$ cat src/shared/hmcdaf_pkg.sv
// ----------------------------------------------------------------
// host mac indirect csr window and automatic flow control
// ----------------------------------------------------------------
package hmcdaf_pkg;

	// ------------------------------------------------------------
	// clock and bus
	// ------------------------------------------------------------
	localparam int CLK_PERIOD_NS = 40;
	localparam int APB_AW = 12;

	// register byte addresses
	localparam logic [11:0] ADDR_CMD = 12'h0a4;
	localparam logic [11:0] ADDR_DATA = 12'h0a8;
	localparam logic [11:0] ADDR_AFC = 12'h0ac;
	localparam logic [11:0] ADDR_STAT = 12'h0b0;

	// reset values and writable masks
	localparam logic [31:0] RST_CMD = 32'h00000000;
	localparam logic [31:0] RST_DATA = 32'h00000000;
	localparam logic [31:0] RST_AFC = 32'h00000000;
	localparam logic [31:0] AFC_WMASK = 32'h00ffffff;

	// command register fields
	localparam int CMD_BUSY_BIT = 31;
	localparam int CMD_RDSEL_BIT = 30;
	localparam int CMD_ADDR_W = 8;
	localparam int CMD_RSVD_W = 22;

	// fifo level granularity: 64-byte units
	localparam int LEVEL_SHIFT = 6;
	localparam int LEVEL_W = 16 - LEVEL_SHIFT;

	// ------------------------------------------------------------
	// backpressure duration timing
	// ------------------------------------------------------------
	localparam int TICK_NS = 200;
	localparam int TICK_CYCLES = TICK_NS / CLK_PERIOD_NS;
	localparam int BP_T0_NS = 5000;
	localparam int BP_T1_NS = 10000;
	localparam int BP_T2_NS = 15000;
	localparam int BP_T3_NS = 25000;
	localparam int BP_T4_NS = 50000;
	localparam int BP_T5_NS = 100000;
	localparam int BP_STEP_NS = 50000;
	localparam int BP_STEP_BASE = 5;
	localparam int BP_SLOW_EXTRA_NS = 2200;
	localparam int BP_TICK_W = 12;

	// duration code to hold time in ticks, longer at 10 Mb/s
	function automatic logic [11:0] bp_ticks(input logic [3:0] code,
		input logic fast);
		int ns;
		ns = 0;
		case (code)
			4'h0: ns = BP_T0_NS;
			4'h1: ns = BP_T1_NS;
			4'h2: ns = BP_T2_NS;
			4'h3: ns = BP_T3_NS;
			4'h4: ns = BP_T4_NS;
			default: ns = BP_T5_NS + BP_STEP_NS * (int'(code) - BP_STEP_BASE);
		endcase
		if (!fast) begin
			ns = ns + BP_SLOW_EXTRA_NS;
		end
		return 12'(ns / TICK_NS);
	endfunction

	// ------------------------------------------------------------
	// types
	// ------------------------------------------------------------
	typedef struct packed {
		logic valid;
		logic write;
		logic [7:0] addr;
		logic [31:0] wdata;
	} hmcdaf_csr_req_t;

	typedef struct packed {
		logic start;
		logic multicast;
		logic broadcast;
		logic ownAddr;
	} hmcdaf_rx_frame_t;

	typedef struct packed {
		logic txEnabled;
		logic fullDuplex;
		logic speed100;
		logic hwFcEnable;
	} hmcdaf_mac_mode_t;

	typedef struct packed {
		logic [7:0] rsvd;
		logic [7:0] hi;
		logic [7:0] lo;
		logic [3:0] dur;
		logic multEn;
		logic brdEn;
		logic ownEn;
		logic anyEn;
	} hmcdaf_auto_flow_control_config_t;

	typedef struct packed {
		logic [5:0] rsvdHi;
		logic [9:0] level;
		logic [11:0] rsvdLo;
		logic pausePending;
		logic hwFcActive;
		logic bpActive;
		logic pauseSent;
	} hmcdaf_status_t;

	typedef enum logic {BR_IDLE, BR_WAIT} hmcdaf_bridge_state_t;
	typedef enum logic {PS_IDLE, PS_PEND} hmcdaf_pause_state_t;

endpackage

$ cat src/core/hmcdaf_csr_bridge.sv
`timescale 1ns/1ps
// ----------------------------------------------------------------
// indirect access engine toward the internal mac registers
// ----------------------------------------------------------------
module hmcdaf_csr_bridge (
	input wire logic core_clk,
	input wire logic sys_rst,
	input wire logic cmdWr,
	input wire logic dataWr,
	input wire logic [31:0] wdata,
	output logic [31:0] cmdValue,
	output logic [31:0] dataValue,
	output logic busy,
	output hmcdaf_pkg::hmcdaf_csr_req_t csrReq,
	input wire logic csrAck,
	input wire logic [31:0] csrRdata
);

	hmcdaf_pkg::hmcdaf_bridge_state_t state_r, state_nxt;
	logic rdSel_r, rdSel_nxt;
	logic [7:0] addr_r, addr_nxt;
	logic [31:0] written_r, written_nxt;
	logic [31:0] fetched_r, fetched_nxt;

	// next state: a set busy bit launches, ack retires
	always_comb begin
		state_nxt = state_r;
		rdSel_nxt = rdSel_r;
		addr_nxt = addr_r;
		written_nxt = written_r;
		fetched_nxt = fetched_r;
		case (state_r)
			hmcdaf_pkg::BR_IDLE: begin
				if (cmdWr) begin
					rdSel_nxt = wdata[hmcdaf_pkg::CMD_RDSEL_BIT];
					addr_nxt = wdata[7:0];
					if (wdata[hmcdaf_pkg::CMD_BUSY_BIT]) begin
						state_nxt = hmcdaf_pkg::BR_WAIT;
					end
				end
				if (dataWr) begin
					written_nxt = wdata;
				end
			end
			hmcdaf_pkg::BR_WAIT: begin
				// busy holds until the internal access acks
				if (csrAck) begin
					if (rdSel_r) begin
						fetched_nxt = csrRdata;
					end
					state_nxt = hmcdaf_pkg::BR_IDLE;
				end
			end
			default: state_nxt = hmcdaf_pkg::BR_IDLE;
		endcase
	end

	// registers
	always_ff @(posedge core_clk) begin
		if (sys_rst) begin
			state_r <= hmcdaf_pkg::BR_IDLE;
			rdSel_r <= 1'b0;
			addr_r <= 8'h00;
			written_r <= hmcdaf_pkg::RST_DATA;
			fetched_r <= hmcdaf_pkg::RST_DATA;
		end else begin
			state_r <= state_nxt;
			rdSel_r <= rdSel_nxt;
			addr_r <= addr_nxt;
			written_r <= written_nxt;
			fetched_r <= fetched_nxt;
		end
	end

	// outputs, all straight from flops
	assign busy = (state_r == hmcdaf_pkg::BR_WAIT);
	assign cmdValue = {busy, rdSel_r, {hmcdaf_pkg::CMD_RSVD_W{1'b0}}, addr_r};
	assign dataValue = rdSel_r ? fetched_r : written_r;
	assign csrReq.valid = busy;
	assign csrReq.write = ~rdSel_r;
	assign csrReq.addr = addr_r;
	assign csrReq.wdata = written_r;

endmodule

$ cat src/core/hmcdaf_bp_timer.sv
`timescale 1ns/1ps
// ----------------------------------------------------------------
// backpressure hold timer, counts in coarse ticks
// ----------------------------------------------------------------
module hmcdaf_bp_timer (
	input wire logic core_clk,
	input wire logic sys_rst,
	input wire logic start,
	input wire logic [3:0] code,
	input wire logic fast,
	output logic active
);

	localparam int PRE_W = $clog2(hmcdaf_pkg::TICK_CYCLES);
	localparam logic [PRE_W-1:0] PRE_LAST = PRE_W'(hmcdaf_pkg::TICK_CYCLES - 1);

	logic [PRE_W-1:0] pre_r, pre_nxt;
	logic [11:0] remain_r, remain_nxt;
	logic tick;

	// prescaler keeps every count well under the long-count limit
	assign tick = (pre_r == PRE_LAST);

	// a new matching frame reloads the whole period
	always_comb begin
		pre_nxt = tick ? '0 : PRE_W'(pre_r + 1'b1);
		remain_nxt = remain_r;
		if (start) begin
			pre_nxt = '0;
			remain_nxt = hmcdaf_pkg::bp_ticks(code, fast);
		end else if (tick && remain_r != 12'h000) begin
			remain_nxt = 12'(remain_r - 1'b1);
		end
	end

	// registers
	always_ff @(posedge core_clk) begin
		if (sys_rst) begin
			pre_r <= '0;
			remain_r <= 12'h000;
		end else begin
			pre_r <= pre_nxt;
			remain_r <= remain_nxt;
		end
	end

	assign active = (remain_r != 12'h000);

endmodule

$ cat src/core/hmcdaf_top.sv
// Implementation choice: the APB register port.
`timescale 1ns/1ps
module hmcdaf_top (
	input wire logic core_clk,
	input wire logic sys_rst,
	input wire logic psel,
	input wire logic penable,
	input wire logic pwrite,
	input wire logic [11:0] paddr,
	input wire logic [31:0] pwdata,
	output logic [31:0] prdata,
	output logic pready,
	output logic pslverr,
	input wire hmcdaf_pkg::hmcdaf_mac_mode_t macMode,
	input wire logic [15:0] rxDataUsed,
	input wire hmcdaf_pkg::hmcdaf_rx_frame_t rxFrame,
	input wire logic [15:0] pauseTimeField,
	output hmcdaf_pkg::hmcdaf_csr_req_t csrReq,
	input wire logic csrAck,
	input wire logic [31:0] csrRdata,
	output logic pauseReq,
	output logic [15:0] pauseTime,
	input wire logic pauseAck,
	output logic jamActive,
	output logic hwFcAssert
);

	// ------------------------------------------------------------
	// apb decode
	// ------------------------------------------------------------
	logic setupPhase;
	logic accessPhase;
	logic hitCmd;
	logic hitData;
	logic hitAfc;
	logic hitStat;
	logic mapped;
	logic wrAccess;
	logic bridgeBusy;
	logic cmdWr;
	logic dataWr;
	logic [31:0] cmdValue;
	logic [31:0] dataValue;

	// address match on the whole aligned word
	assign setupPhase = psel & ~penable;
	assign accessPhase = psel & penable;
	assign hitCmd = (paddr == hmcdaf_pkg::ADDR_CMD);
	assign hitData = (paddr == hmcdaf_pkg::ADDR_DATA);
	assign hitAfc = (paddr == hmcdaf_pkg::ADDR_AFC);
	assign hitStat = (paddr == hmcdaf_pkg::ADDR_STAT);
	assign mapped = hitCmd | hitData | hitAfc | hitStat;
	assign wrAccess = accessPhase & pwrite & mapped;

	// the slave never stalls; unmapped words answer with an error
	assign pready = 1'b1;
	assign pslverr = accessPhase & ~mapped;

	// writes to the window while busy are dropped, not queued
	assign cmdWr = wrAccess & hitCmd & ~bridgeBusy;
	assign dataWr = wrAccess & hitData & ~bridgeBusy;

	// ------------------------------------------------------------
	// indirect window
	// ------------------------------------------------------------
	hmcdaf_csr_bridge u_bridge (
		.core_clk(core_clk),
		.sys_rst(sys_rst),
		.cmdWr(cmdWr),
		.dataWr(dataWr),
		.wdata(pwdata),
		.cmdValue(cmdValue),
		.dataValue(dataValue),
		.busy(bridgeBusy),
		.csrReq(csrReq),
		.csrAck(csrAck),
		.csrRdata(csrRdata)
	);

	// ------------------------------------------------------------
	// flow control configuration register
	// ------------------------------------------------------------
	logic [31:0] afc_r, afc_nxt;
	hmcdaf_pkg::hmcdaf_auto_flow_control_config_t cfg;

	// reserved top byte is never stored, so it reads zero
	always_comb begin
		afc_nxt = afc_r;
		if (wrAccess && hitAfc) begin
			afc_nxt = pwdata & hmcdaf_pkg::AFC_WMASK;
		end
	end

	// register
	always_ff @(posedge core_clk) begin
		if (sys_rst) begin
			afc_r <= hmcdaf_pkg::RST_AFC;
		end else begin
			afc_r <= afc_nxt;
		end
	end

	assign cfg = hmcdaf_pkg::hmcdaf_auto_flow_control_config_t'(afc_r);

	// ------------------------------------------------------------
	// fifo level compare
	// ------------------------------------------------------------
	logic [hmcdaf_pkg::LEVEL_W-1:0] fifoLevel;
	logic reachedHi;
	logic belowLo;
	logic autoEn;
	logic txOn;
	logic fdMode;

	// byte count down to 64-byte units, no rounding up
	assign fifoLevel = rxDataUsed[15:hmcdaf_pkg::LEVEL_SHIFT];
	assign reachedHi = fifoLevel >= {2'b00, cfg.hi};
	assign belowLo = fifoLevel < {2'b00, cfg.lo};
	assign autoEn = cfg.anyEn | cfg.ownEn | cfg.brdEn | cfg.multEn;
	assign txOn = macMode.txEnabled;
	assign fdMode = macMode.fullDuplex;

	// ------------------------------------------------------------
	// full duplex pause generation
	// ------------------------------------------------------------
	hmcdaf_pkg::hmcdaf_pause_state_t pState_r, pState_nxt;
	logic pauseSent_r, pauseSent_nxt;
	logic [15:0] pauseTime_r, pauseTime_nxt;
	logic fdPauseEn;
	logic resumeEn;

	// only any-frame turns on full duplex pause
	assign fdPauseEn = cfg.anyEn & fdMode & txOn;
	assign resumeEn = autoEn & fdMode & txOn;

	// one request outstanding at a time; the flag blocks repeats
	always_comb begin
		pState_nxt = pState_r;
		pauseSent_nxt = pauseSent_r;
		pauseTime_nxt = pauseTime_r;
		case (pState_r)
			hmcdaf_pkg::PS_IDLE: begin
				if (fdPauseEn && reachedHi && !pauseSent_r) begin
					pauseTime_nxt = pauseTimeField;
					pauseSent_nxt = 1'b1;
					pState_nxt = hmcdaf_pkg::PS_PEND;
				end else if (resumeEn && pauseSent_r && belowLo) begin
					pauseTime_nxt = 16'h0000;
					pauseSent_nxt = 1'b0;
					pState_nxt = hmcdaf_pkg::PS_PEND;
				end
			end
			hmcdaf_pkg::PS_PEND: begin
				// a disabled transmitter withdraws the request
				if (pauseAck || !txOn) begin
					pState_nxt = hmcdaf_pkg::PS_IDLE;
				end
			end
			default: pState_nxt = hmcdaf_pkg::PS_IDLE;
		endcase
	end

	// registers
	always_ff @(posedge core_clk) begin
		if (sys_rst) begin
			pState_r <= hmcdaf_pkg::PS_IDLE;
			pauseSent_r <= 1'b0;
			pauseTime_r <= 16'h0000;
		end else begin
			pState_r <= pState_nxt;
			pauseSent_r <= pauseSent_nxt;
			pauseTime_r <= pauseTime_nxt;
		end
	end

	// request lives only toward the host mac transmitter
	assign pauseReq = (pState_r == hmcdaf_pkg::PS_PEND) & txOn;
	assign pauseTime = pauseTime_r;

	// ------------------------------------------------------------
	// half duplex backpressure
	// ------------------------------------------------------------
	logic frameMatch;
	logic bpStart;
	logic bpActive;

	// any-frame jams on every preamble, skipping address decode
	assign frameMatch = cfg.anyEn |
		(rxFrame.multicast & cfg.multEn) |
		(rxFrame.broadcast & cfg.brdEn) |
		(rxFrame.ownAddr & cfg.ownEn);

	// every matching frame past the high level restarts the hold
	assign bpStart = rxFrame.start & frameMatch & ~fdMode & txOn &
		reachedHi;

	hmcdaf_bp_timer u_bpTimer (
		.core_clk(core_clk),
		.sys_rst(sys_rst),
		.start(bpStart),
		.code(cfg.dur),
		.fast(macMode.speed100),
		.active(bpActive)
	);

	// duration never applies in full duplex
	assign jamActive = bpActive & ~fdMode & txOn;

	// ------------------------------------------------------------
	// hardwired flow control hysteresis
	// ------------------------------------------------------------
	logic hwFc_r, hwFc_nxt;

	// asserts at high, releases below low, idle when disabled
	always_comb begin
		hwFc_nxt = hwFc_r;
		if (!macMode.hwFcEnable) begin
			hwFc_nxt = 1'b0;
		end else if (reachedHi) begin
			hwFc_nxt = 1'b1;
		end else if (belowLo) begin
			hwFc_nxt = 1'b0;
		end
	end

	// register
	always_ff @(posedge core_clk) begin
		if (sys_rst) begin
			hwFc_r <= 1'b0;
		end else begin
			hwFc_r <= hwFc_nxt;
		end
	end

	assign hwFcAssert = hwFc_r & txOn;

	// ------------------------------------------------------------
	// read data
	// ------------------------------------------------------------
	hmcdaf_pkg::hmcdaf_status_t status;
	logic [31:0] prdata_r, prdata_nxt;

	// status word
	always_comb begin
		status = '0;
		status.level = fifoLevel;
		status.pausePending = (pState_r == hmcdaf_pkg::PS_PEND);
		status.hwFcActive = hwFc_r;
		status.bpActive = bpActive;
		status.pauseSent = pauseSent_r;
	end

	// sampled in the setup phase so the access phase sees a flop
	always_comb begin
		prdata_nxt = prdata_r;
		if (setupPhase && !pwrite) begin
			prdata_nxt = 32'h00000000;
			if (hitCmd) begin
				prdata_nxt = cmdValue;
			end else if (hitData) begin
				prdata_nxt = dataValue;
			end else if (hitAfc) begin
				prdata_nxt = afc_r;
			end else if (hitStat) begin
				prdata_nxt = status;
			end
		end
	end

	// register
	always_ff @(posedge core_clk) begin
		if (sys_rst) begin
			prdata_r <= 32'h00000000;
		end else begin
			prdata_r <= prdata_nxt;
		end
	end

	assign prdata = prdata_r;

endmodule

$ cat config.mk
export PLATFORM = sky130hd
export DESIGN_NAME = hmcdaf_top
export DESIGN_NICKNAME = d
export VERILOG_FILES = /design/src/shared/hmcdaf_pkg.sv /design/src/core/hmcdaf_csr_bridge.sv /design/src/core/hmcdaf_bp_timer.sv /design/src/core/hmcdaf_top.sv
export SDC_FILE = /design/constraint.sdc
export NUM_CORES = 1
export LEC_CHECK = 0
export BUFFER_PORTS_ARGS = -buffer_cell sky130_fd_sc_hd__buf_4
export CORE_ASPECT_RATIO = 0.7
export CORE_MARGIN = 1.5
export CORE_UTILIZATION = 35
export CTS_CLUSTER_DIAMETER = 100
export DETAILED_ROUTE_END_ITERATION = 6
export PLACE_DENSITY = 0.49
export SYNTH_ARGS = -nofsm -noshare
export SYNTH_HDL_FRONTEND = slang
export SYNTH_HIERARCHICAL = 1
export SYNTH_SLANG_ARGS = --single-unit
$ cat constraint.sdc
create_clock -name core_clk -period 16.9 [get_ports core_clk]
set_input_delay 3.38 -clock core_clk [delete_from_list [all_inputs] [get_ports core_clk]]
set_output_delay 3.38 -clock core_clk [all_outputs]
set_load 0.01 [all_outputs]
==> impl_metrics.env <==
export IMPL_period_needed_ns=15.98
export IMPL_htree_levels=4
export IMPL_fillCellCount=4325
export IMPL_root_buffer="clkbuf_16"
export IMPL_path_class="flip-flop to flip-flop"
export IMPL_fin_crit_sh=0.945
export IMPL_top_layer_used="met4"
export IMPL_io_buffers=210
export IMPL_hold_viol=0
export IMPL_max_freq_ghz=0.0626
export IMPL_area_growth_synth_to_final_pct=17.1
export IMPL_dr_pass1_iters=5
export IMPL_ys_seq_area_frac=0.216
export IMPL_nets=2246
export IMPL_ys_warnings_count=6
export IMPL_utilization=0.418
export IMPL_antenna_left=0
export IMPL_synthArstFlopShare=0
export IMPL_clock_sinks=164
export IMPL_layout_common_cells="261 x buf_4, 258 x nand2_1, 163 x dfxtp_1"
export IMPL_cpMaxStageDelayCell="nor4_1"
export IMPL_crit_arrival_ns=16.29
export IMPL_clock_path_buffers=2
export IMPL_worst_hold_slack_ns=0.454
export IMPL_fin_setup_tns_ns=0
export IMPL_synth_edf_count=0
export IMPL_placed_area_um2=17200
export IMPL_wl_met1_um=26900
export IMPL_pre_cts_slack_ns=0.822
export IMPL_clock_skew_ns=0.00735
export IMPL_synth_main_ff_cell="dfxtp_1"
export IMPL_avgViaCountPerCell=5.53
export IMPL_ir_drop_mv=0.0722
export IMPL_slowest_delay_ns=0.82
export IMPL_vias=14700
export IMPL_max_cap_violations=0
export IMPL_dieWidth_um=252
export IMPL_fp_coreArea_um2=42600
export IMPL_startpoint_type="flip-flop"
export IMPL_hold_class="flip-flop to flip-flop"
export IMPL_first_iter_violations=853
export IMPL_outcome="complete, no violations"
export IMPL_die_area_um2=44800
export IMPL_pwr_density_cell_nw_per_um2=53.4
export IMPL_wl_met3_um=2490
export IMPL_gp_congestion=0.857
export IMPL_fp_row_count=63
export IMPL_final_area_um2=17800
export IMPL_antenna_found_initial=1
export IMPL_postSynthAreaPerCell_um2=8.01
export IMPL_endpoint_kind="flip-flop"
export IMPL_worst_slack_ns=0.923
export IMPL_worstPathMaxFanout=11
export IMPL_layout_commonest_cell="buf_4"
export IMPL_die_y_um=178
export IMPL_cts_tree="built"
export IMPL_synth_seq_cells=164
export IMPL_path_clk_slew_ns=0.06
export IMPL_grt_max_degree=91
export IMPL_crit_top_cell="a21oi_1"
export IMPL_route_detailed_drc=0
export IMPL_syn_inst=1900
export IMPL_syn_area_um2=15200
export IMPL_wl_per_cell_um=19.2
export IMPL_ioPinCount=218
export IMPL_grtUsageTotal=0.221
export IMPL_clk_insertion_delay_late_ns=0.44
export IMPL_numCtsBuffers=17
export IMPL_start_util=0.357
export IMPL_grt_pass1_wl_um=78500
export IMPL_slew_violations=0
export IMPL_dpl_hpwl_um=38400
export IMPL_grt_pass1_vias=13500
export IMPL_post_route_cells_drive_above_1_share=0.250
export IMPL_p_leak_nw=6.89
export IMPL_setup_violations=0
export IMPL_route_met2_wl_um=21000
export IMPL_wirelength_um=51000
export IMPL_worst_slew_pin_slew_ns=1.09
export IMPL_critPathRequiredTime_ns=17.21
export IMPL_maxSlewHeadroom=0.274
export IMPL_grt_overflow_total=0
export IMPL_synth_cell_type_count=135
-- metal layers --
metal,vias to the layer above,GRT usage
li1,7269,-
met1,7053,0.349
met2,355,0.311
met3,38,0.0330
met4,0,0.0369
met5,-,0
-- layout make-up --
type	count	area, um2	area share
multi-input combinational	1562	11100	0.620
sequential	164	3280	0.184
timing repair buffer	262	1970	0.110
tap	585	732	0.0410
clock buffer	23	488	0.0274
inverter	55	206	0.0116
clock inverter	8	100	0.00561
antenna	2	5.00	0.000281
-- worst paths after layout --
kind | startpoint | end | slack (ns) | depth (start not counted)
worst max-delay path | afc_r[4] | u_bpTimer/remain_r[10] | 0.92 | 58
worst min-delay path | u_bridge/fetched_r[14] | u_bridge/fetched_r[14] | 0.45 | 2
worst max register to register | afc_r[4] | u_bpTimer/remain_r[10] | 0.92 | 58
worst min register to register | u_bridge/fetched_r[14] | u_bridge/fetched_r[14] | 0.45 | 2
-- worst max-delay path: cells and delay by family, from the launching register on --
family | cells | cell delay, ns
compound gates | 25 | 6.61
xor+xnor | 4 | 0.95
fa+ha+maj | 6 | 2.12
flops | 1 | 0.55
buf+inv | 7 | 1.06
simple gates | 13 | 3.70
mux | 3 | 0.84
-- cells by family after synthesis --
family                     share of synthesized area
other                                       0.000493
DFF                                            0.216
buffers and inverters                         0.0701
and+or+nand+nor                                0.224
AOI/OAI and AO/OA                              0.289
xor gates and xnor gates                      0.0508
muxes                                         0.0933
adders and majority gates                     0.0564
-- stage by stage --
| step | total power [mW] | std cells |
|---|---|---|
| 5_1_grt | 0.997 | 2660 |
| 3_3_place_gp | 0.563 | 2626 |
| 2_1_floorplan | 0.504 | 1921 |
| 4_1_cts | 0.958 | 2657 |
| 6_report | 0.952 | 2661 |
| 3_5_place_dp | 0.565 | 2626 |
-- synthesized netlist by cell type, drive strengths merged, types with 8 or more instances --
library cell,instances,area (um2)
clkbuf,40,150
or3,11,68.8
a21oi,159,882
mux2,69,785
nor2,147,579
o211ai,35,323
buf,100,711
nand2b,14,87.6
o21ai,75,398
a21o,19,145
nand4,13,81.3
a22oi,49,433
o211a,8,80.1
or2,13,81.3
a22o,19,166
ha,54,676
dfxtp,164,3280
nor4,19,138
inv,53,199
o21bai,10,90.1
xnor2,56,513
a211oi,36,323
nor3,53,298
and3,24,155
or4,9,67.6
nor2b,15,93.8
xor2,28,260
a31oi,17,164
o31ai,14,129
nand3,49,255
o22ai,8,56.3
mux2i,62,637
o21a,19,143
nand2,259,980
and2,25,156
-- state kept, by name, summed over array words and instances, names as in the netlist, 3 cells and up --
signal	flops
u_bpTimer/remain_r	12
u_bridge/fetched_r	32
afc_r	24
pauseTime	16
u_bridge/written_r	32
prdata	32
u_bridge/addr_r	8
u_bpTimer/pre_r	3
-- report_power, final --
| group | switching (mW) | leakage [nW] | internal (mW) |
|---|---|---|---|
| Sequential | 0.000561 | 1.32 | 0.387 |
| Clock | 0.161 | 0.289 | 0.232 |
| Combinational | 0.0969 | 5.28 | 0.0745 |
| Total | 0.258 | 6.89 | 0.694 |
-- what timing repair did --
item / 4_1_cts / 5_1_grt
buffers inserted: 0 / 2
hold buffers: 0 / 0
gates resized for setup: 0 / 15
hold endpoints to repair: 0 / 0
endpoints found under the setup margin: 0 / 7
(Power assumes the default switching activity.)
